===== config.mk =====
export PLATFORM = sky130hd
export DESIGN_NAME = irq_ctrl
export DESIGN_NICKNAME = d
export VERILOG_FILES = /design/src/rtl/irq_pkg.sv /design/src/rtl/irq_req_if.sv /design/src/rtl/irq_ctrl.sv /design/src/rtl/irq_resolver.sv
export VERILOG_INCLUDE_DIRS = /design/src /design/src/rtl
export SDC_FILE = /design/constraint.sdc
export NUM_CORES = 1
export LEC_CHECK = 0
export ABC_AREA = 1
export BUFFER_PORTS_ARGS = -buffer_cell sky130_fd_sc_hd__buf_2
export CORE_MARGIN = 2
export CORE_UTILIZATION = 53
export DETAILED_ROUTE_END_ITERATION = 12
export PLACE_DENSITY = 0.8
export SYNTH_ARGS = -nofsm -noshare
export SYNTH_HDL_FRONTEND = slang
export SYNTH_SLANG_ARGS = --single-unit

===== constraint.sdc =====
create_clock -name clk_i -period 2.8 [get_ports clk_i]
set_input_delay 0.42 -clock clk_i [delete_from_list [all_inputs] [get_ports clk_i]]
set_output_delay 0.42 -clock clk_i [all_outputs]
set_load 0.05 [all_outputs]

===== src/rtl/irq_map.svh =====
// Overview of operation
// Eleven request sources feed the controller
// Core enable bits; bit 7 masks all
// Extra enable register at 0xC8, six sources
// Extra rank register at 0xF8, same bits
// Core rank bits pick high level
// Edge-mode external flag cleared on vectoring
// Level-mode external flag cleared by software
// Timer flags raise requests, cleared on vectoring
// Timer flags set at late sample phase
// Serial request is rx OR tx, software-cleared
// Software may set any request flag
// Two levels; high never pre-empted by low
// Fixed tie order within one level
// Fixed vector address per source
// Sample late phase, resolve next machine cycle
// No call under equal/higher level service
// Call only in final instruction cycle
// No call on config write or return; the code blocks on an interrupt return only, not on a plain return
// Denied requests are not remembered
// Call pushes PC, loads winner vector
// Return pops stack top into PC
// Only interrupt return ends in-service state
// Call spans two machine cycles
// Edge flag on high-then-low pin samples
// One in-service bit per level
`ifndef IRQ_MAP_SVH
`define IRQ_MAP_SVH
// Register byte addresses
`define ADR_CORE_EN 8'h00
`define ADR_CORE_RANK 8'h04
`define ADR_TMR_CTRL 8'h08
`define ADR_UART_CTRL 8'h0C
`define ADR_EXTRA_FLAG 8'h10
`define ADR_STATUS 8'h14
`define ADR_EXTRA_EN 8'hC8
`define ADR_EXTRA_RANK 8'hF8
// Field positions
`define BIT_GLOBAL_EN 7
`define BIT_EXT0_EDGE 0
`define BIT_EXT0_FLAG 1
`define BIT_EXT1_EDGE 2
`define BIT_EXT1_FLAG 3
`define BIT_TMR0_FLAG 5
`define BIT_TMR1_FLAG 7
`define BIT_UART_RX 0
`define BIT_UART_TX 1
// Reset values
`define RST_BYTE 8'h00
// Source index in tie order
`define SRC_EXT0 4'h0
`define SRC_TMR0 4'h2
`define SRC_EXT1 4'h5
`define SRC_TMR1 4'h8
// Vector per source index
`define VEC_TABLE '{8'h03, 8'h2B, 8'h0B, 8'h33, 8'h3B, 8'h13, 8'h43, 8'h53, 8'h1B, 8'h4B, 8'h23}
`endif


===== src/rtl/irq_pkg.sv =====
`default_nettype none
package irq_pkg;
  typedef logic [3:0] src_idx_t;
  typedef logic [7:0] vector_t;
  typedef enum logic [1:0] {CALL_IDLE, CALL_PUSH, CALL_LOAD} call_state_t;
endpackage
`default_nettype wire


===== src/rtl/irq_req_if.sv =====
`default_nettype none
interface irq_req_if #(parameter int NSRC = 11);
  logic [NSRC-1:0] req;
  logic [NSRC-1:0] high;
  logic win_valid;
  logic win_high;
  irq_pkg::src_idx_t win_idx;
  modport ctrl (output req, output high, input win_valid, input win_high, input win_idx);
  modport resolver (input req, input high, output win_valid, output win_high, output win_idx);
endinterface
`default_nettype wire


===== src/rtl/irq_ctrl.sv =====
`include "irq_map.svh"
`default_nettype none
module irq_ctrl #(
  parameter int NSRC = 11
) (
  // Clock and reset
  input wire logic clk_i,
  input wire logic rst_i,
  // Wishbone slave
  input wire logic wb_cyc_i,
  input wire logic wb_stb_i,
  input wire logic wb_we_i,
  input wire logic [7:0] wb_adr_i,
  input wire logic [3:0] wb_sel_i,
  input wire logic [31:0] wb_dat_i,
  output logic [31:0] wb_dat_o,
  output logic wb_ack_o,
  // Machine cycle timing from the sequencer
  input wire logic mc_sample_i,
  input wire logic last_cycle_i,
  input wire logic cfg_write_instr_i,
  input wire logic irq_return_i,
  input wire logic plain_return_i,
  // External pins, active low
  input wire logic ext_irq_pin0_n_i,
  input wire logic ext_irq_pin1_n_i,
  // Peripheral events
  input wire logic tmr0_overflow_i,
  input wire logic tmr1_overflow_i,
  input wire logic uart_rx_done_i,
  input wire logic uart_tx_done_i,
  input wire logic hdlc_rx_valid_i,
  input wire logic hdlc_rx_error_i,
  input wire logic dma0_done_i,
  input wire logic hdlc_tx_valid_i,
  input wire logic dma1_done_i,
  input wire logic hdlc_tx_error_i,
  // Call sequence to the sequencer
  output logic call_active_o,
  output logic call_push_o,
  output logic call_load_o,
  output logic [7:0] call_vector_o,
  output logic pc_pop_o,
  output logic [1:0] in_service_o
);
  localparam irq_pkg::vector_t VEC_TAB [0:10] = `VEC_TABLE;

  // Registers
  logic [7:0] core_irq_enable_r;
  logic [4:0] core_irq_rank_r;
  logic [5:0] extra_irq_enable_r;
  logic [5:0] extra_irq_rank_r;
  logic ext0_edge_mode_r;
  logic ext1_edge_mode_r;
  logic ext0_req_flag_r;
  logic ext1_req_flag_r;
  logic tmr0_overflow_flag_r;
  logic tmr1_overflow_flag_r;
  logic uart_rx_flag_r;
  logic uart_tx_flag_r;
  logic [5:0] extra_flag_r;
  logic [1:0] pin_prev_r;
  logic [NSRC-1:0] smp_req_r;
  logic [1:0] ins_r;
  logic blk_seen_r;
  irq_pkg::call_state_t call_state_r;
  irq_pkg::call_state_t call_state_nxt;
  irq_pkg::vector_t vector_r;
  irq_pkg::src_idx_t last_idx_r;
  logic ack_r;
  logic [31:0] dat_r;
  logic call_active_r;
  logic call_push_r;
  logic call_load_r;
  logic pc_pop_r;

  // Bus decode
  logic bus_req;
  logic bus_wr;
  logic wr_core_en;
  logic wr_core_rank;
  logic wr_extra_en;
  logic wr_extra_rank;
  logic wr_tmr;
  logic wr_uart;
  logic wr_extra_flag;
  logic cfg_wr_now;
  logic [7:0] wbyte;
  logic [31:0] rd_data;

  assign bus_req = wb_cyc_i & wb_stb_i;
  // Write lands on the edge where the master sees ack
  assign bus_wr = bus_req & wb_we_i & ack_r & wb_sel_i[0];
  assign wbyte = wb_dat_i[7:0];
  assign wr_core_en = bus_wr & (wb_adr_i == `ADR_CORE_EN);
  assign wr_core_rank = bus_wr & (wb_adr_i == `ADR_CORE_RANK);
  assign wr_extra_en = bus_wr & (wb_adr_i == `ADR_EXTRA_EN);
  assign wr_extra_rank = bus_wr & (wb_adr_i == `ADR_EXTRA_RANK);
  assign wr_tmr = bus_wr & (wb_adr_i == `ADR_TMR_CTRL);
  assign wr_uart = bus_wr & (wb_adr_i == `ADR_UART_CTRL);
  assign wr_extra_flag = bus_wr & (wb_adr_i == `ADR_EXTRA_FLAG);
  assign cfg_wr_now = wr_core_en | wr_core_rank | wr_extra_en | wr_extra_rank;

  // Read mux, unmapped reads as zero
  always_comb begin
    rd_data = '0;
    case (wb_adr_i)
      `ADR_CORE_EN: rd_data[7:0] = core_irq_enable_r;
      `ADR_CORE_RANK: rd_data[4:0] = core_irq_rank_r;
      `ADR_EXTRA_EN: rd_data[5:0] = extra_irq_enable_r;
      `ADR_EXTRA_RANK: rd_data[5:0] = extra_irq_rank_r;
      `ADR_TMR_CTRL: rd_data[7:0] = {tmr1_overflow_flag_r, 1'b0, tmr0_overflow_flag_r, 1'b0,
                                     ext1_req_flag_r, ext1_edge_mode_r,
                                     ext0_req_flag_r, ext0_edge_mode_r};
      `ADR_UART_CTRL: rd_data[1:0] = {uart_tx_flag_r, uart_rx_flag_r};
      `ADR_EXTRA_FLAG: rd_data[5:0] = extra_flag_r;
      `ADR_STATUS: rd_data[15:0] = {vector_r, last_idx_r, 1'b0, call_active_r, ins_r};
      default: rd_data = '0;
    endcase
  end

  // Resolver link
  irq_req_if #(.NSRC(NSRC)) rq ();
  irq_resolver #(.NSRC(NSRC)) u_resolver (
    .rq(rq)
  );

  // Call decision
  logic issue;
  logic level_ok;
  logic clr_ext0;
  logic clr_ext1;
  logic clr_tmr0;
  logic clr_tmr1;
  // equal or higher level in service blocks
  assign level_ok = rq.win_high ? ~ins_r[1] : ~(ins_r[1] | ins_r[0]);
  // final cycle, no config write or interrupt return
  assign issue = mc_sample_i & (call_state_r == irq_pkg::CALL_IDLE) & rq.win_valid & level_ok
               & last_cycle_i & ~cfg_write_instr_i & ~blk_seen_r & ~cfg_wr_now
               & ~irq_return_i;
  // edge-mode external flags only
  assign clr_ext0 = issue & (rq.win_idx == `SRC_EXT0) & ext0_edge_mode_r;
  assign clr_ext1 = issue & (rq.win_idx == `SRC_EXT1) & ext1_edge_mode_r;
  // timer flags cleared on vectoring
  assign clr_tmr0 = issue & (rq.win_idx == `SRC_TMR0);
  assign clr_tmr1 = issue & (rq.win_idx == `SRC_TMR1);

  // Hardware set terms, all taken at the late sample phase
  logic set_ext0;
  logic set_ext1;
  logic set_tmr0;
  logic set_tmr1;
  logic set_rx;
  logic set_tx;
  logic [5:0] extra_evt;
  // falling edge across two samples, else low level
  assign set_ext0 = mc_sample_i & ~ext_irq_pin0_n_i & (~ext0_edge_mode_r | pin_prev_r[0]);
  assign set_ext1 = mc_sample_i & ~ext_irq_pin1_n_i & (~ext1_edge_mode_r | pin_prev_r[1]);
  // timer flags at late sample phase
  assign set_tmr0 = mc_sample_i & tmr0_overflow_i;
  assign set_tmr1 = mc_sample_i & tmr1_overflow_i;
  assign set_rx = mc_sample_i & uart_rx_done_i;
  assign set_tx = mc_sample_i & uart_tx_done_i;
  assign extra_evt = {hdlc_tx_error_i, dma1_done_i, hdlc_tx_valid_i,
                      dma0_done_i, hdlc_rx_error_i, hdlc_rx_valid_i};

  // Flag next values; a hardware set beats any clear
  logic ext0_flag_nxt;
  logic ext1_flag_nxt;
  logic tmr0_flag_nxt;
  logic tmr1_flag_nxt;
  logic rx_flag_nxt;
  logic tx_flag_nxt;
  logic [5:0] extra_flag_nxt;
  // software writes any flag
  // level-mode flag left for software
  assign ext0_flag_nxt = (wr_tmr ? wbyte[`BIT_EXT0_FLAG] : (ext0_req_flag_r & ~clr_ext0))
                       | set_ext0;
  assign ext1_flag_nxt = (wr_tmr ? wbyte[`BIT_EXT1_FLAG] : (ext1_req_flag_r & ~clr_ext1))
                       | set_ext1;
  assign tmr0_flag_nxt = (wr_tmr ? wbyte[`BIT_TMR0_FLAG] : (tmr0_overflow_flag_r & ~clr_tmr0))
                       | set_tmr0;
  assign tmr1_flag_nxt = (wr_tmr ? wbyte[`BIT_TMR1_FLAG] : (tmr1_overflow_flag_r & ~clr_tmr1))
                       | set_tmr1;
  // serial flags never cleared by hardware
  assign rx_flag_nxt = (wr_uart ? wbyte[`BIT_UART_RX] : uart_rx_flag_r) | set_rx;
  assign tx_flag_nxt = (wr_uart ? wbyte[`BIT_UART_TX] : uart_tx_flag_r) | set_tx;

  // Per-bit extra flags
  genvar g;
  generate
    for (g = 0; g < 6; g++) begin : g_extra
      assign extra_flag_nxt[g] = (wr_extra_flag ? wbyte[g] : extra_flag_r[g])
                               | (mc_sample_i & extra_evt[g]);
    end
  endgenerate

  // eleven sources in tie order
  logic [NSRC-1:0] flag_vec;
  logic [NSRC-1:0] en_vec;
  logic [NSRC-1:0] rank_vec;
  logic uart_req;
  // serial request is rx OR tx
  assign uart_req = rx_flag_nxt | tx_flag_nxt;
  assign flag_vec = {uart_req, extra_flag_nxt[5], tmr1_flag_nxt, extra_flag_nxt[4],
                     extra_flag_nxt[3], ext1_flag_nxt, extra_flag_nxt[2],
                     extra_flag_nxt[1], tmr0_flag_nxt, extra_flag_nxt[0], ext0_flag_nxt};
  // per-source enables
  assign en_vec = {core_irq_enable_r[4], extra_irq_enable_r[5], core_irq_enable_r[3],
                   extra_irq_enable_r[4], extra_irq_enable_r[3], core_irq_enable_r[2],
                   extra_irq_enable_r[2], extra_irq_enable_r[1], core_irq_enable_r[1],
                   extra_irq_enable_r[0], core_irq_enable_r[0]};
  // level per source
  assign rank_vec = {core_irq_rank_r[4], extra_irq_rank_r[5], core_irq_rank_r[3],
                     extra_irq_rank_r[4], extra_irq_rank_r[3], core_irq_rank_r[2],
                     extra_irq_rank_r[2], extra_irq_rank_r[1], core_irq_rank_r[1],
                     extra_irq_rank_r[0], core_irq_rank_r[0]};
  assign rq.req = smp_req_r;
  assign rq.high = rank_vec;

  // Call sequencer next state
  always_comb begin
    call_state_nxt = call_state_r;
    case (call_state_r)
      irq_pkg::CALL_IDLE: begin
        if (issue) begin
          call_state_nxt = irq_pkg::CALL_PUSH;
        end
      end
      irq_pkg::CALL_PUSH: begin
        if (mc_sample_i) begin
          call_state_nxt = irq_pkg::CALL_LOAD;
        end
      end
      irq_pkg::CALL_LOAD: begin
        if (mc_sample_i) begin
          call_state_nxt = irq_pkg::CALL_IDLE;
        end
      end
      default: call_state_nxt = irq_pkg::CALL_IDLE;
    endcase
  end

  // Wishbone handshake
  always_ff @(posedge clk_i) begin
    if (rst_i) begin
      ack_r <= 1'b0;
      dat_r <= '0;
    end else begin
      ack_r <= bus_req & ~ack_r;
      dat_r <= rd_data;
    end
  end

  // Configuration registers
  always_ff @(posedge clk_i) begin
    if (rst_i) begin
      core_irq_enable_r <= `RST_BYTE;
      core_irq_rank_r <= '0;
      extra_irq_enable_r <= '0;
      extra_irq_rank_r <= '0;
      ext0_edge_mode_r <= 1'b0;
      ext1_edge_mode_r <= 1'b0;
    end else begin
      if (wr_core_en) begin
        core_irq_enable_r <= {wbyte[`BIT_GLOBAL_EN], 2'b00, wbyte[4:0]};
      end
      if (wr_core_rank) begin
        core_irq_rank_r <= wbyte[4:0];
      end
      if (wr_extra_en) begin
        extra_irq_enable_r <= wbyte[5:0];
      end
      if (wr_extra_rank) begin
        extra_irq_rank_r <= wbyte[5:0];
      end
      if (wr_tmr) begin
        ext0_edge_mode_r <= wbyte[`BIT_EXT0_EDGE];
        ext1_edge_mode_r <= wbyte[`BIT_EXT1_EDGE];
      end
    end
  end

  // Request flags
  always_ff @(posedge clk_i) begin
    if (rst_i) begin
      ext0_req_flag_r <= 1'b0;
      ext1_req_flag_r <= 1'b0;
      tmr0_overflow_flag_r <= 1'b0;
      tmr1_overflow_flag_r <= 1'b0;
      uart_rx_flag_r <= 1'b0;
      uart_tx_flag_r <= 1'b0;
      extra_flag_r <= '0;
    end else begin
      ext0_req_flag_r <= ext0_flag_nxt;
      ext1_req_flag_r <= ext1_flag_nxt;
      tmr0_overflow_flag_r <= tmr0_flag_nxt;
      tmr1_overflow_flag_r <= tmr1_flag_nxt;
      uart_rx_flag_r <= rx_flag_nxt;
      uart_tx_flag_r <= tx_flag_nxt;
      extra_flag_r <= extra_flag_nxt;
    end
  end

  // fresh sample each late phase
  always_ff @(posedge clk_i) begin
    if (rst_i) begin
      smp_req_r <= '0;
      pin_prev_r <= 2'b00;
      blk_seen_r <= 1'b0;
    end else if (mc_sample_i) begin
      // global enable masks all
      smp_req_r <= flag_vec & en_vec & {NSRC{core_irq_enable_r[`BIT_GLOBAL_EN]}};
      pin_prev_r <= {ext_irq_pin1_n_i, ext_irq_pin0_n_i};
      blk_seen_r <= 1'b0;
    end else if (cfg_wr_now | irq_return_i) begin
      // remember a blocking event this cycle
      blk_seen_r <= 1'b1;
    end
  end

  // in-service per level
  always_ff @(posedge clk_i) begin
    if (rst_i) begin
      ins_r <= 2'b00;
    end else if (issue) begin
      ins_r <= ins_r | {rq.win_high, ~rq.win_high};
    end else if (irq_return_i) begin
      ins_r <= ins_r[1] ? {1'b0, ins_r[0]} : 2'b00;
    end
  end

  // two-cycle call with vector
  always_ff @(posedge clk_i) begin
    if (rst_i) begin
      call_state_r <= irq_pkg::CALL_IDLE;
      vector_r <= '0;
      last_idx_r <= '0;
      call_active_r <= 1'b0;
      call_push_r <= 1'b0;
      call_load_r <= 1'b0;
    end else begin
      call_state_r <= call_state_nxt;
      call_active_r <= call_state_nxt != irq_pkg::CALL_IDLE;
      call_push_r <= issue;
      call_load_r <= (call_state_r == irq_pkg::CALL_LOAD) & mc_sample_i;
      if (issue) begin
        // vector lookup
        vector_r <= VEC_TAB[rq.win_idx];
        last_idx_r <= rq.win_idx;
      end
    end
  end

  // both returns pop the stack
  always_ff @(posedge clk_i) begin
    if (rst_i) begin
      pc_pop_r <= 1'b0;
    end else begin
      pc_pop_r <= irq_return_i | plain_return_i;
    end
  end

  // Outputs straight from flops
  assign wb_ack_o = ack_r;
  assign wb_dat_o = dat_r;
  assign call_active_o = call_active_r;
  assign call_push_o = call_push_r;
  assign call_load_o = call_load_r;
  assign call_vector_o = vector_r;
  assign pc_pop_o = pc_pop_r;
  assign in_service_o = ins_r;
endmodule
`default_nettype wire


===== src/rtl/irq_resolver.sv =====
`default_nettype none
module irq_resolver #(
  parameter int NSRC = 11
) (
  irq_req_if.resolver rq
);
  logic [NSRC-1:0] hi_req;
  logic [NSRC-1:0] lo_req;
  logic [NSRC-1:0] cand;
  logic [NSRC-1:0] pick;
  logic any_hi;
  irq_pkg::src_idx_t idx;

  // Split by level; high level wins over low
  assign hi_req = rq.req & rq.high;
  assign lo_req = rq.req & ~rq.high;
  assign any_hi = |hi_req;
  // level select
  assign cand = any_hi ? hi_req : lo_req;

  // lowest index wins
  genvar i;
  generate
    for (i = 0; i < NSRC; i++) begin : g_pick
      if (i == 0) begin : g_first
        assign pick[i] = cand[i];
      end else begin : g_rest
        assign pick[i] = cand[i] & ~(|cand[i-1:0]);
      end
    end
  endgenerate

  // One-hot to index
  always_comb begin
    idx = '0;
    for (int k = 0; k < NSRC; k++) begin
      if (pick[k]) begin
        idx = idx | irq_pkg::src_idx_t'(k);
      end
    end
  end

  assign rq.win_idx = idx;
  assign rq.win_valid = |cand;
  assign rq.win_high = any_hi;
endmodule
`default_nettype wire


**Word level (Yosys, flattened, before mapping)**

Memories as Yosys holds them, arrays and structs flattened. A register that Yosys moved wholly into a read port is not among the register bits.
Cells that the tools add are included.

- Register bits: 96
- Memories: 1
- Bits in latches: 0
- Bits in read-only memories: 128
- Output and inout port bits: 47
- Bits in writable memories: 0
- Bits of input ports: 66

Memory list:

| memory | words | width | read ports | clocked after Yosys merged registers in | write ports | RTL line | RTL |
|---|---|---|---|---|---|---|---|
| (no name shown) | 16 | 8 | 1 | 1 | 0 | irq_ctrl.sv:349 | `vector_r <= VEC_TAB[rq.win_idx];` |

- Equal/unequal tests: 13
- Reductions and logical operators: 19
- Divide/modulo/power cells: 0
- Multiplexer cells: 35
- Add/subtract/negate cells: 0
- Shift-type cells: 0
- Multipliers: 0
- Magnitude comparators: 0
- Bitwise logic cells: 110

Operator list:

| operator | count |
|---|---|
| AND 1 bit | 55 |
| AND 11 bit | 4 |
| inverter 1 bit | 27 |
| OR reduction 11 bit | 2 |
| OR 1 bit | 21 |
| case mux 3 bit (7 select lines) | 1 |
| == test 8 x 4 -> 1 bit (second input constant) | 2 |
| == test 8 x 5 -> 1 bit (second input constant) | 2 |
| == test 8 bit (second input constant) | 2 |
| case mux 2 bit (8 select lines) | 1 |
| 2-to-1 mux 1 bit | 15 |
| 2-to-1 mux 2 bit | 7 |
| 2-to-1 mux 3 bit | 4 |
| 2-to-1 mux 4 bit | 3 |
| case mux 2 bit (3 select lines) | 2 |
| 2-to-1 mux 11 bit | 1 |
| inverter 11 bit | 1 |
| OR reduction 10 bit | 1 |
| OR reduction 9 bit | 1 |
| == test 8 x 3 -> 1 bit (second input constant) | 1 |
| zero test 8 bit | 1 |
| OR reduction 8 bit | 1 |
| OR reduction 7 bit | 1 |
| OR reduction 2 bit | 3 |
| other kinds (17) | 18 |

**Logic depth before layout (Yosys ltp)**

Gate-level depths: netlist of run 1.

- Depth in word-level cells: 24
- Gate-level depth with buffers: 22
- Depth with buffers taken out: 21

**Cells and area by module**

From an unflattened synthesis of run 1, not the netlist that was laid out.

- Cells, all modules: 615
- Area, all modules: 4370.4 um^2

By module, submodules not included:

| module | area an instance (um^2) | cells each | instances |
|---|---|---|---|
| irq_ctrl | 3870.0 | 516 | 1 |
| irq_resolver | 500.5 | 99 | 1 |

**Worst setup path after synthesis of run 1**

No wires, ideal clock.

- Path type: reg2reg
- Start: register core_irq_rank_r[3]
- End: register smp_req_r[0] (netlist: rq.req[0])
- Clock period less this slack: 2299 ps
- Setup time: 112 ps
- Data required time: 2688 ps
- Data arrival time: 2186 ps
- Slack: 501 ps
- Stages on the path, launching flop included: 23
- Cells stage by stage: dfxtp_1 nand2_1 nand2_1 nor2_4 nand3_4 buf_6 nand2_1 nand2_2 nand2_4 nor2_8 nand2_1 nand2_1 nor2_1 nand2_1 inv_2 ha_1 nand2_1 inv_1 nand3_1 o21ai_1 nand2_1 nand2_1 nand2_1

- Word-level cells in the longest chain between the ends: 24
- Elaborated cells between the ends (all ways): 62
- Classes of those cells: mux: 13; bitwise: 37; reduce/logical: 12

Ends and longest elaborated chain:

| element | RTL line | RTL |
|---|---|---|
| start: declaration | irq_ctrl.sv:50 | `logic [4:0] core_irq_rank_r;` |
| start signal: assignment | irq_ctrl.sv:269 | `core_irq_rank_r <= wbyte[4:0];` |
| AND 11 bit | irq_resolver.sv:15 | `assign hi_req = rq.req & rq.high;` |
| OR reduction 11 bit | irq_resolver.sv:17 | `assign any_hi = \|hi_req;` |
| 2-to-1 mux 11 bit (*) | irq_resolver.sv:19 | `assign cand = any_hi ? hi_req : lo_req;` |
| inverter 1 bit | irq_resolver.sv:28 | `assign pick[i] = cand[i] & ~(\|cand[i-1:0]);` |
| AND 1 bit | irq_resolver.sv:28 |  |
| 2-to-1 mux 1 bit | irq_resolver.sv:37 | `if (pick[k]) begin` |
| 2-to-1 mux 2 bit (2 in series) | irq_resolver.sv:37 |  |
| 2-to-1 mux 3 bit (4 in series) | irq_resolver.sv:37 |  |
| [... 3 more ...] | - |  |
| via rq.win_idx[0] | irq_req_if.sv:7 | `irq_pkg::src_idx_t win_idx;` |
| zero test 4 bit (no line) (*) | - |  |
| AND 1 bit (*) (2 in series) | irq_ctrl.sv:142 | `` assign clr_ext0 = issue & (rq.win_idx == `SRC_EXT0) & ext0_edge_mode_r; `` |
| inverter 1 bit (*) | irq_ctrl.sv:177 | `` assign ext0_flag_nxt = (wr_tmr ? wbyte[`BIT_EXT0_FLAG] : (ext0_req_flag_r & ~clr_ext0)) `` |
| AND 1 bit (*) | irq_ctrl.sv:177 |  |
| 2-to-1 mux 1 bit (*) | irq_ctrl.sv:177 |  |
| OR 1 bit (*) | irq_ctrl.sv:177 |  |
| AND 11 bit (*) (2 in series) | irq_ctrl.sv:313 | `` smp_req_r <= flag_vec & en_vec & {NSRC{core_irq_enable_r[`BIT_GLOBAL_EN]}}; `` |
| end signal: assignment | irq_ctrl.sv:313 |  |
| end: declaration | irq_ctrl.sv:63 | `logic [NSRC-1:0] smp_req_r;` |

The timed path passes the listed nets; every way through them passes the cells marked *.
A chain may end at the register's enable or synchronous reset.

**Final worst setup path of run 1**

- Start: register smp_req_r[6] (netlist: rq.req[6])
- End: register smp_req_r[5] (netlist: rq.req[5])

- Word-level cells in the longest chain between the ends: 24
- Elaborated cells between the ends (all ways): 61
- Classes of those cells: eq/ne: 1; mux: 13; bitwise: 36; reduce/logical: 11

Ends and longest elaborated chain:

| element | RTL line | RTL |
|---|---|---|
| AND 11 bit | irq_resolver.sv:15 |  |
| OR reduction 11 bit | irq_resolver.sv:17 |  |
| 2-to-1 mux 11 bit (*) | irq_resolver.sv:19 |  |
| inverter 1 bit | irq_resolver.sv:28 |  |
| AND 1 bit | irq_resolver.sv:28 |  |
| 2-to-1 mux 1 bit | irq_resolver.sv:37 |  |
| 2-to-1 mux 2 bit (2 in series) | irq_resolver.sv:37 |  |
| 2-to-1 mux 3 bit (4 in series) | irq_resolver.sv:37 |  |
| [... 3 more ...] | - |  |
| via rq.win_idx[0] | irq_req_if.sv:7 |  |
| == test 4 x 3 -> 1 bit (no line) (*) | - |  |
| AND 1 bit (*) (2 in series) | irq_ctrl.sv:143 | `` assign clr_ext1 = issue & (rq.win_idx == `SRC_EXT1) & ext1_edge_mode_r; `` |
| inverter 1 bit (*) | irq_ctrl.sv:179 | `` assign ext1_flag_nxt = (wr_tmr ? wbyte[`BIT_EXT1_FLAG] : (ext1_req_flag_r & ~clr_ext1)) `` |
| AND 1 bit (*) | irq_ctrl.sv:179 |  |
| 2-to-1 mux 1 bit (*) | irq_ctrl.sv:179 |  |
| OR 1 bit (*) | irq_ctrl.sv:179 |  |
| AND 11 bit (*) (2 in series) | irq_ctrl.sv:313 |  |

Marks and branches as above.

==> summary.md, run 1 <==
| Metric | Value |
|---|---|
| Worst path required time | `3050 ps` |
| Met3 global-route usage | `0.0409` |
| Pleak | `0.00233 µW` |
| Fill cell count | `730` |
| Sw frac | `0.279` |
| PwrDens | `458 mW/mm²` |
| ANT nets after route | `0` |
| Area leader, netlist | `dfxtp_1` |
| Worst Max-Slew Pin Slew | `697 ps` |
| Combinational family with the most area after synthesis | `simple AND/OR/NAND/NOR gates` |
| Crit. End Element | `register` |
| Synth Area in Adders | `0.00869` |
| TritonCTS Sinks | `82` |
| Top post-synthesis cells by count | `105 x nand2_1, 91 x inv_1, 82 x dfxtp_1, 63 x nor2_1, 43 x a21oi_1` |
| Top-count cell post-synth | `nand2_1` |
| Mux cell area share after synthesis | `0` |
| DR vias/cell | `5.30` |
| Sequential area share after synthesis | `0.380` |
| Root cell of the clock tree | `clkbuf_8` |
| Synth area leaders | `dfxtp_1 38%, nand2_1 9.1%, inv_1 7.9%` |
| Clk network pwr share | `0.394` |
| Nets | `756` |
| Rows | `32` |
| Area share of and/or/nand/nor cells after synthesis | `0.301` |
| Post-synthesis area per instance | `7.21 µm²` |
| Synth Flop Type | `dfxtp_1` |
| CP startpoint kind | `register` |
| Synthesized netlist cell count | `599` |
| M1 GR Usage | `0.371` |
| Post-DP HPWL | `9.39 mm` |
| Rel. slew slack | `0.533` |
| Post-route cell area | `0.00504 mm²` |
| FFs w/ async S/R, synth | `0` |
| Xor and xnor area share after synthesis | `0` |
| Die W | `94.3 µm` |
| Share of layout cells above drive strength 1 | `0.241` |
| Vias in the first global route | `3735` |
| Compound-Gate Fraction of Synth Area | `0.171` |
| Fmax | `0.383 GHz` |
| GRT Util Overall | `0.281` |
| DR pass1 iterations | `5` |
| Total Routed Length | `12.1 mm` |
| Core Footprint | `0.00781 mm²` |
| Drt drc | `0` |
| Number of I/O pins | `113` |
| Combinational share of power | `0.091` |
| FF+latch count, synth | `82` |
| Cts hold-fix bufs | `0` |
| Tcrit/Tclk final | `0.934` |
| Post-synth EDFFs | `0` |
| Status | `finished clean` |
| Worst EP arrival | `2870 ps` |
| H-tree depth | `3` |
| Max-slew violations | `0` |
| Distinct cells, synth | `41` |
| Layout Skew | `19.3 ps` |
| CTS tree | `yes` |
| Clock buffer depth | `2` |
| Initial DRC Count | `314` |
| Max IR drop VDD | `0.000293 V` |
| Final Hold Fails | `0` |
| Ant. Diodes | `0` |
| WL per Instance | `15.2 µm` |
| Global-route wire length before repair | `19.0 mm` |
| Most used routing layer | `met2` |
| Grt total ovfl | `0` |
| # Max-Cap Violations | `0` |
| Sequential power share | `0.515` |
| Area fraction of the dominant cell type after synthesis | `0.380` |
| Starting Density | `0.553` |
| Worst-path maximum fanout | `6` |
| Crit Path Class | `reg -> reg` |
| Worst-path clk slew | `100 ps` |
| Synth warn | `0` |
| Area grow syn2layout | `16.7%` |
| Tightest Hold Check Type | `in -> reg` |
| Met2 GRT Util | `0.468` |
| Clock latency on the worst-skew pair | `370 ps` |
| Net switching power | `644 µW` |
| Placed Area | `0.00477 mm²` |
| Die H | `94.3 µm` |
| Cell area after synthesis | `0.00432 mm²` |
| Final min period | `2610 ps` |
| Largest net degree at the start of global routing | `23` |
| Finished Layout Cells | `794` |
| Power Internal | `1660 µW` |
| CTS Buf Count | `9` |
| Gpl congestion | `0.891` |
| Final setup fails | `0` |
| Initial antenna violation count | `0` |
| Cells after DPL | `771` |
| Port bufs | `64` |
| Die area | `0.00889 mm²` |
| Vias after detailed routing | `4210` |
[worst max-delay path: stages (launching register included)]
cell and delay, ps:
dfxtp_1 340, nand2_2 110, nand2_1 100, nor2_4 180, buf_4 160, nand4_1 100, nand2_2 120, nand2_4 70
nor2_8 150, nand2_4 70, inv_2 60, nand3_1 100, nand2_1 130, buf_4 120, ha_1 200, nand2_1 70
o21bai_1 160, nand2_1 100, nand2_1 100, nand2_1 50
[layout by cell type, fill, tap and decap left out, types with 4 or more instances in the layout]
| cell | instances |
|---|---|
| nand2_2 | 19 |
| o21ai_1 | 5 |
| nor2_4 | 7 |
| o21ai_0 | 35 |
| nand2_1 | 105 |
| a21oi_1 | 43 |
| inv_1 | 91 |
| nor2_2 | 9 |
| buf_2 | 64 |
| o22ai_1 | 8 |
| nand4_1 | 13 |
| dfxtp_1 | 82 |
| conb_1 | 20 |
| nand3_1 | 22 |
| nor3_1 | 6 |
| nor2_1 | 62 |
| buf_4 | 29 |
| clkbuf_8 | 9 |
| nand2_4 | 4 |
| a221oi_1 | 11 |
| inv_2 | 7 |
[logic make-up (layout without fill, tap and decap cells)]
family | Yosys count | after routing
simple gates | 257 | 257
compound gates | 123 | 123
buf+inv | 133 | 207
flops | 82 | 82
fa+ha+maj | 3 | 3
other cells | 1 | 20
[metal layers]
metal	vias up	wire [µm]
li1	2077	-
met1	1925	5200
met2	183	5720
met3	25	878
met4	0	300
met5	-	0
[worst paths after layout]
path / from / endpoint / slack, ps / cells after the start
worst max-delay path: rq.req[6]$_SDFFE_PP0P_ / rq.req[5]$_SDFFE_PP0P_ / 190 / 19
worst min-delay path: plain_return_i / pc_pop_o$_SDFF_PP0_ / 250 / 3
worst min register to register: last_idx_r[2]$_SDFFE_PP0P_ / wb_dat_o[6]$_SDFF_PP0_ / 440 / 2
worst max register to register: rq.req[6]$_SDFFE_PP0P_ / rq.req[5]$_SDFFE_PP0P_ / 190 / 19
[registers in the layout (all words and copies together) (netlist names), 2 cells and up]
| signal | count |
|---|---|
| call_state_r | 2 |
| in_service_o | 2 |
| rq.req | 11 |
| extra_flag_r | 6 |
| call_vector_o | 5 |
| extra_irq_rank_r | 6 |
| core_irq_rank_r | 5 |
| core_irq_enable_r | 6 |
| wb_dat_o | 13 |
| extra_irq_enable_r | 6 |
| last_idx_r | 4 |
| pin_prev_r | 2 |
[metrics by stage]
step           power [µW]  hold WS [ps]  setup TNS (ps)  setup WS [ps]  utilization
3_3_place_gp         1420           419               0            192        0.612
2_1_floorplan        1370           408               0            501            -
5_1_grt              2390           253           -23.1          -23.1        0.646
3_5_place_dp         1420           426               0            162        0.612
4_1_cts              2310           242               0            139        0.638
6_report             2310           252               0            186        0.646
[cell type report]
type | count | area, µm² | share of cell area
well taps | 102 | 128 | 0.0253
clock inverters | 7 | 82.6 | 0.0164
multi-input cells | 403 | 2160 | 0.428
flip-flops and latches | 82 | 1640 | 0.326
repair buffers | 93 | 538 | 0.107
inverters | 98 | 368 | 0.0730
clock buffers | 9 | 124 | 0.0246
[power groups by stage]
stage	Clock [µW]	Combinational [µW]	Sequential, µW
after global routing	973	227	1190
after global placement	0	204	1210
after floorplan	0	155	1220
final	911	210	1190
after detailed placement	0	206	1210
after CTS	920	207	1190
[what timing repair did]
item                                    in CTS  in global routing
endpoints found under the hold margin        0                  0
resized for setup                            0                  2
buffers inserted                             0                  7
endpoints found under the setup margin       0                  4
Power figures use the tool's default switching activity.
==> run 2, diff against run 1 <==
CORE_ASPECT_RATIO = 1.25   (was not set)
==> run 2 against run 1 <==
  * Count of clock-buffer cells in the layout did not move
  * Highest routed layer unchanged
  * Critical endpoint is now rq.req[0]$_SDFFE_PP0P_
  * Clock skew fell by 6.2 ps
  * Sequential share of layout area rose by 0.42 points
  * Largest power group unchanged
  * Global-route usage fell by 0.36 points
  * Critical path type unchanged
==> summary.md, run 2 (synthesized netlist as in run 1, its figures left out) <==
| Metric | Value |
|---|---|
| Worst path required time | `3070 ps (+20 ps)` |
| Root cell of the clock tree | `clkbuf_8` |
| RSZ-0062 raised after global routing | `no` |
| Hold_sp | `plain_return_i` |
| Post-route cell area | `0.00498 mm² (-1.3%)` |
| Nets | `749 (-0.93%)` |
| Final min period | `2640 ps (+22.1 ps)` |
| Final Hold Fails | `0 (unchanged)` |
| Crit Path Class | `reg -> reg` |
| Largest net degree at the start of global routing | `24 (+4.3%)` |
| DR pass1 iterations | `5 (unchanged)` |
| Max IR drop VDD | `0.000352 V (+20%)` |
| H-tree depth | `3 (unchanged)` |
| # Max-Cap Violations | `0 (unchanged)` |
| Post-DP HPWL | `9.32 mm (-0.75%)` |
| Cells after DPL | `762 (-1.2%)` |
| Status | `finished clean` |
| Worst EP arrival | `2900 ps (+30 ps)` |
| Ant. Diodes | `0 (unchanged)` |
| WL per Instance | `15.5 µm (+1.6%)` |
| Clock latency on the worst-skew pair | `370 ps (about the same)` |
| Port bufs | `64 (unchanged)` |
| Die W | `84.7 µm (-10%)` |
| Fill cell count | `745 (+2.1%)` |
| Vias in the first global route | `4000 (+7.1%)` |
| Pre-CTS WS | `174 ps (+11.3 ps)` |
| Vias after detailed routing | `4234 (+0.57%)` |
| Share of layout cells above drive strength 1 | `0.234 (-0.00775)` |
| TritonCTS Sinks | `82 (unchanged)` |
| Die area | `0.00889 mm² (about the same)` |
| Setup_tns | `0 ps (unchanged)` |
| Drt drc | `0 (unchanged)` |
| Most used routing layer | `met2` |
| CP startpoint kind | `register` |
| Core Footprint | `0.00784 mm² (+0.38%)` |
| Met3 global-route usage | `0.0395 (-0.00144)` |
| Most frequent cells in the layout | `104 x nand2_1, 91 x inv_1, 82 x dfxtp_1` |
| Starting Density | `0.551 (-0.00212)` |
| Post-Route Utilization | `0.635 (-0.0106)` |
| Layout Skew | `13.0 ps (-6.23 ps)` |
| Max-slew violations | `0 (unchanged)` |
| CTS tree | `yes` |
| Area grow syn2layout | `15.2%` |
| Sequential cell area | `0.00164 mm² (unchanged)` |
| Number of I/O pins | `113 (unchanged)` |
| Worst-path clk slew | `90 ps (about the same)` |
| Commonest non-fill, non-tap cell in the layout | `nand2_1` |
| Met2 GRT Util | `0.465 (-0.00389)` |
| GRT Util Overall | `0.277 (-0.00361)` |
| CTS Buf Count | `9 (unchanged)` |
| Tightest Hold Check Type | `in -> reg` |
| Final setup fails | `0 (unchanged)` |
| DR vias/cell | `5.43 (+2.4%)` |
| Rows | `36 (+13%)` |
| Tcrit/Tclk final | `0.941 (+0.00790)` |
| Total Routed Length | `12.1 mm (-0.23%)` |
| Crit. End Element | `register` |
| PwrDens | `459 mW/mm² (+0.16%)` |
| Initial antenna violation count | `0 (unchanged)` |
| Die H | `105 µm (+11%)` |
| M1 GR Usage | `0.334 (-0.0367)` |
| Finished Layout Cells | `780 (-1.8%)` |
| Pleak | `0.00230 µW (-1.3%)` |
| Worst-path maximum fanout | `10 (+4)` |
| Worst R2R Start | `core_irq_rank_r[1]$_SDFFE_PP0P_` |
| Clock buffer depth | `2 (unchanged)` |
| Gpl congestion | `1.01 (+13%)` |
| Grt total ovfl | `0 (unchanged)` |
| Placed Area | `0.00475 mm² (-0.50%)` |
| Max reg flops | `13 (unchanged)` |
| Fmax | `0.379 GHz (-0.84%)` |
| Global-route wire length before repair | `19.3 mm (+1.7%)` |
| PnR worst setup slack | `164 ps (-22.1 ps)` |
| Multi-input logic area | `0.00217 mm² (+0.46%)` |
| Cts hold-fix bufs | `0 (unchanged)` |
| Initial DRC Count | `295 (-6.1%)` |
| Worst Setup SP | `core_irq_rank_r[1]$_SDFFE_PP0P_` |
| ANT nets after route | `0 (unchanged)` |
-- run 2: changes by cell type in the layout (fill, tap and decap cells not counted) --
cell / before / now
nor2_1: 62 / 63
o21ai_0: 35 / 34
o21ai_1: 5 / 6
nand3_2: 1 / 2
inv_6: 2 / 1
clkinv_4: 0 / 3
nand2_1: 105 / 104
inv_8: 2 / 0
buf_4: 29 / 21
nand2_2: 19 / 20
nor2_2: 9 / 8
-- run 2: through the flow --
step	hold WS, ps	power [µW]
6_report	251	2280
5_1_grt	263	2360
4_1_cts	246	2280
3_5_place_dp	422	1430
3_3_place_gp	414	1420
2_1_floorplan	408	1370
-- run 2: what timing repair did --
item	4_1_cts	5_1_grt
resized for setup	0	3
setup buffers	0	1
endpoints found under the setup margin	0	3
-- run 2: worst max-delay path, cell delays in order, from the launching register on --
cell and delay [ps]:
dfxtp_1 340, nand2_2 120, nand2_2 100, nor2_8 200
nand3_2 140, buf_4 170, nor2_2 90, nor2_2 60
nand2_2 80, nor2_1 50, nand3_1 60, nand3_1 170
inv_1 120, ha_1 190, nand2_1 60, inv_1 60
nand3_1 90, o21ai_1 180, nand2_1 130, nand2_1 80
nand2_1 40
-- run 2: final cells by class --
class | instances | area share
multi-input combinational | 404 | 0.436
sequential | 82 | 0.330
timing repair buffer | 85 | 0.0961
inverter | 98 | 0.0739
clock buffer | 9 | 0.0249
tap | 95 | 0.0239
clock inverter | 7 | 0.0156
-- run 2: worst paths after layout --
| kind | end | slack (ps) | cells after the start |
|---|---|---|---|
| max | rq.req[0]$_SDFFE_PP0P_ | 160 | 20 |
| min | pc_pop_o$_SDFF_PP0_ | 250 | 3 |
| max reg2reg | rq.req[0]$_SDFFE_PP0P_ | 160 | 20 |
| min reg2reg | wb_dat_o[6]$_SDFF_PP0_ | 430 | 2 |
-- run 2: metal layers --
layer  up-vias  part of all wire
li1       2070                 -
met1      1904              0.38
met2       214              0.49
met3        46             0.074
met4         0             0.054
met5         -                 0
-- run 2: where the power goes --
part,internal (µW),switching [µW]
clock network,418,463
logic,54.1,160
registers,1180,7.08
==> run 3, diff against run 2 <==
ABC_AREA = not set   (was 1)
CORE_UTILIZATION = 52   (was 53)
PLACE_DENSITY = 0.79   (was 0.8)
==> run 3 against run 2 <==
  * The run now ends with setup timing left
  * First-iteration DRC count grew 4.1%
  * Core utilization grew 4.1 points
  * Wire length grew 4.8%
  * Critical path depth shrank 7
==> summary.md, run 3 <==
| Metric | Value |
|---|---|
| Status | `complete, but fails checks` |
| Failing checks | `setup timing` |
| Fill cell count | `612 (-18%)` |
| Pwr Total | `2360 µW (+3.3%)` |
| PwrDens | `453 mW/mm² (-1.2%)` |
| Cell area after synthesis | `0.00408 mm² (-5.5%)` |
| Synthesized netlist cell count | `484 (-19%)` |
| Sw frac | `0.255 (-0.0211)` |
| Number of I/O pins | `113 (unchanged)` |
| Synth area leaders | `dfxtp_1 40%, mux2i_1 7.8%, nand2_1 5.3%` |
| Crit. End Element | `register` |
| Max incr delay on CP | `330 ps (about the same)` |
| H-tree depth | `3 (unchanged)` |
| Root cell of the clock tree | `clkbuf_8` |
| CP Cell Sequence | `a22oi_2, and4_4, buf_4, o211ai_1, nand3_1, o21ai_1, a211oi_1, buf_4, inv_1, ha_2, nor3b_2, a21oi_1, a31oi_1` |
| Drt drc | `0 (unchanged)` |
| Grt total ovfl | `0 (unchanged)` |
| Post-DP HPWL | `8.66 mm (-7.1%)` |
| Final Hold Fails | `0 (unchanged)` |
| Vias in the first global route | `3791 (-5.2%)` |
| Total Routed Length | `12.7 mm (+4.8%)` |
| DR vias/cell | `6.06 (+12%)` |
| Placed Area | `0.00469 mm² (-1.2%)` |
| # Max-Cap Violations | `0 (unchanged)` |
| Crit Path Class | `reg -> reg` |
| Max-slew violations | `0 (unchanged)` |
| Largest net degree at the start of global routing | `34 (+42%)` |
| Nets | `655 (-13%)` |
| Worst Max-Slew Pin Slew | `511 ps` |
| Combinational share of power | `0.088 (-0.006)` |
| Cells after DPL | `664 (-13%)` |
| TritonCTS Sinks | `82 (unchanged)` |
| Post-route cell area | `0.00520 mm² (+4.6%)` |
| Top-count cell post-synth | `dfxtp_1` |
| Gpl congestion | `0.960 (-4.9%)` |
| PnR worst setup slack | `-18.7 ps (-183 ps)` |
| Clock buffer depth | `2 (unchanged)` |
| Tcrit/Tclk final | `1.01 (+0.0652)` |
| Top cell by count, worst path | `buf_4` |
| Fmax | `0.355 GHz (-6.5%)` |
| Worst-path maximum fanout | `4 (-6)` |
| Cts hold-fix bufs | `0 (unchanged)` |
| Finished Layout Cells | `685 (-12%)` |
| Die W | `83.2 µm (-1.8%)` |
| Power Internal | `1760 µW (+6.4%)` |
| WL per Instance | `18.5 µm (+19%)` |
| Core Footprint | `0.00770 mm² (-1.7%)` |
| Pleak | `0.00226 µW (-1.5%)` |
| Max IR drop VDD | `0.000309 V (-12%)` |
| Setup_tns | `-28.6 ps (-28.6 ps)` |
| Area fraction of the dominant cell type after synthesis | `0.402 (+0.0221)` |
| Max reg flops | `13 (unchanged)` |
| Share of layout cells above drive strength 1 | `0.307 (+0.0732)` |
| Critical-path top delay cell | `dfxtp_1` |
| FFs w/ async S/R, synth | `0 (unchanged)` |
| Area leader, netlist | `dfxtp_1` |
| Initial antenna violation count | `0 (unchanged)` |
| Sequential power share | `0.505 (-0.016)` |
| Rows | `36 (unchanged)` |
| Vias after detailed routing | `4153 (-1.9%)` |
| Worst EP arrival | `3110 ps (+210 ps)` |
| Area grow syn2layout | `27.5%` |
| Starting Density | `0.530 (-0.0212)` |
| Rel. slew slack | `0.659` |
| Clk network pwr share | `0.408 (+0.022)` |
| Worst path required time | `3090 ps (+20 ps)` |
| FF+latch count, synth | `82 (unchanged)` |
| Ant. Diodes | `0 (unchanged)` |
| Die H | `103 µm (-1.8%)` |
| Final setup fails | `2 (+2)` |
| Worst-path clk slew | `80 ps (about the same)` |
| Layout Skew | `9.43 ps (-3.62 ps)` |
| Tightest Hold Check Type | `in -> reg` |
| DR pass1 iterations | `6 (+1)` |
| CP startpoint kind | `register` |
| Synth Flop Type | `dfxtp_1` |
| Net switching power | `601 µW (-4.5%)` |
| CTS Buf Count | `9 (unchanged)` |
| Port bufs | `64 (unchanged)` |
| Global-route wire length before repair | `18.7 mm (-3.0%)` |
| ANT nets after route | `0 (unchanged)` |
| Commonest non-fill, non-tap cell in the layout | `dfxtp_1` |
| Synth warn | `0 (unchanged)` |
| Most frequent cells in the layout | `80 x dfxtp_1, 64 x buf_2, 56 x nand2_1` |
| Initial DRC Count | `307 (+4.1%)` |
| Pre-CTS WS | `-40.2 ps (-214 ps)` |
| Clock latency on the worst-skew pair | `370 ps (about the same)` |
| Sequential area share after synthesis | `0.402 (+0.0221)` |
| Final min period | `2820 ps (+183 ps)` |
| GRT Util Overall | `0.281 (+0.00383)` |
| Distinct cells, synth | `63 (+54%)` |
| Die area | `0.00858 mm² (-3.5%)` |
| CTS tree | `yes` |
| Post-synthesis area per instance | `8.43 µm² (+17%)` |
| Post-synth EDFFs | `0 (unchanged)` |
| Top post-synthesis cells by count | `82 x dfxtp_1, 58 x nand2_1, 51 x nor2_1, 40 x a21oi_1, 32 x mux2i_1` |
run 3: worst paths after layout:
kind,startpoint,to,slack (ps),depth (start not counted)
worst max-delay path,rq.req[2]$_SDFFE_PP0P_,call_vector_o[3]$_SDFFE_PP0P_,-20,13
worst min-delay path,plain_return_i,pc_pop_o$_SDFF_PP0_,250,3
worst min register to register,last_idx_r[2]$_SDFFE_PP0P_,wb_dat_o[6]$_SDFF_PP0_,470,1
worst max register to register,rq.req[2]$_SDFFE_PP0P_,call_vector_o[3]$_SDFFE_PP0P_,-20,13
run 3: per-stage QoR:
stage	hold slack [ps]	util
final	255	0.676
after global placement	427	0.609
after detailed placement	444	0.609
after CTS	248	0.641
after floorplan	429	-
after global routing	308	0.676
run 3: worst max-delay path, delay by kind of cell, from the launching register on:
| kind | cells | cell delay, ps |
|---|---|---|
| buffers and inverters | 3 | 360 |
| AO/OA/AOI/OAI | 6 | 1030 |
| flip-flops | 1 | 330 |
| adder cells (fa/ha/maj) | 1 | 310 |
| AND/OR/NAND/NOR | 3 | 720 |
run 3: timing repair:
item,in CTS,in global routing
pin swaps,0,13
setup endpoints to repair,6,16
buffers inserted,0,6
gates resized for setup,5,36
run 3: metal layers:
metal  share of wire  GRT usage
met3           0.079     0.0464
met5               0          0
met4           0.047      0.158
met1            0.38      0.325
met2            0.49      0.501
run 3: power by group through the flow:
stage          Combinational, µW  Sequential (µW)  Clock (µW)
2_1_floorplan                154             1220           0
3_3_place_gp                 196             1220           0
3_5_place_dp                 200             1220           0
4_1_cts                      201             1190         968
5_1_grt                      219             1190        1010
6_report                     206             1190         961
run 3: cells by family after synthesis:
kind of cell,count (synthesis),synth area share
muxes,37,0.0923
buffers and inverters,62,0.0794
other,1,0.000919
and+or+nand+nor,193,0.242
DFF,82,0.402
AOI/OAI and AO/OA,106,0.174
adders and majority gates,3,0.00920
run 3: layout make-up:
| cell class | instances | area (µm²) | share of cell area |
|---|---|---|---|
| timing repair buffer | 119 | 746 | 0.143 |
| clock buffer | 11 | 141 | 0.0272 |
| multi-input combinational | 359 | 2420 | 0.465 |
| sequential | 82 | 1640 | 0.316 |
| clock inverter | 4 | 76.3 | 0.0147 |
| inverter | 15 | 56.3 | 0.0108 |
| tap | 95 | 119 | 0.0228 |
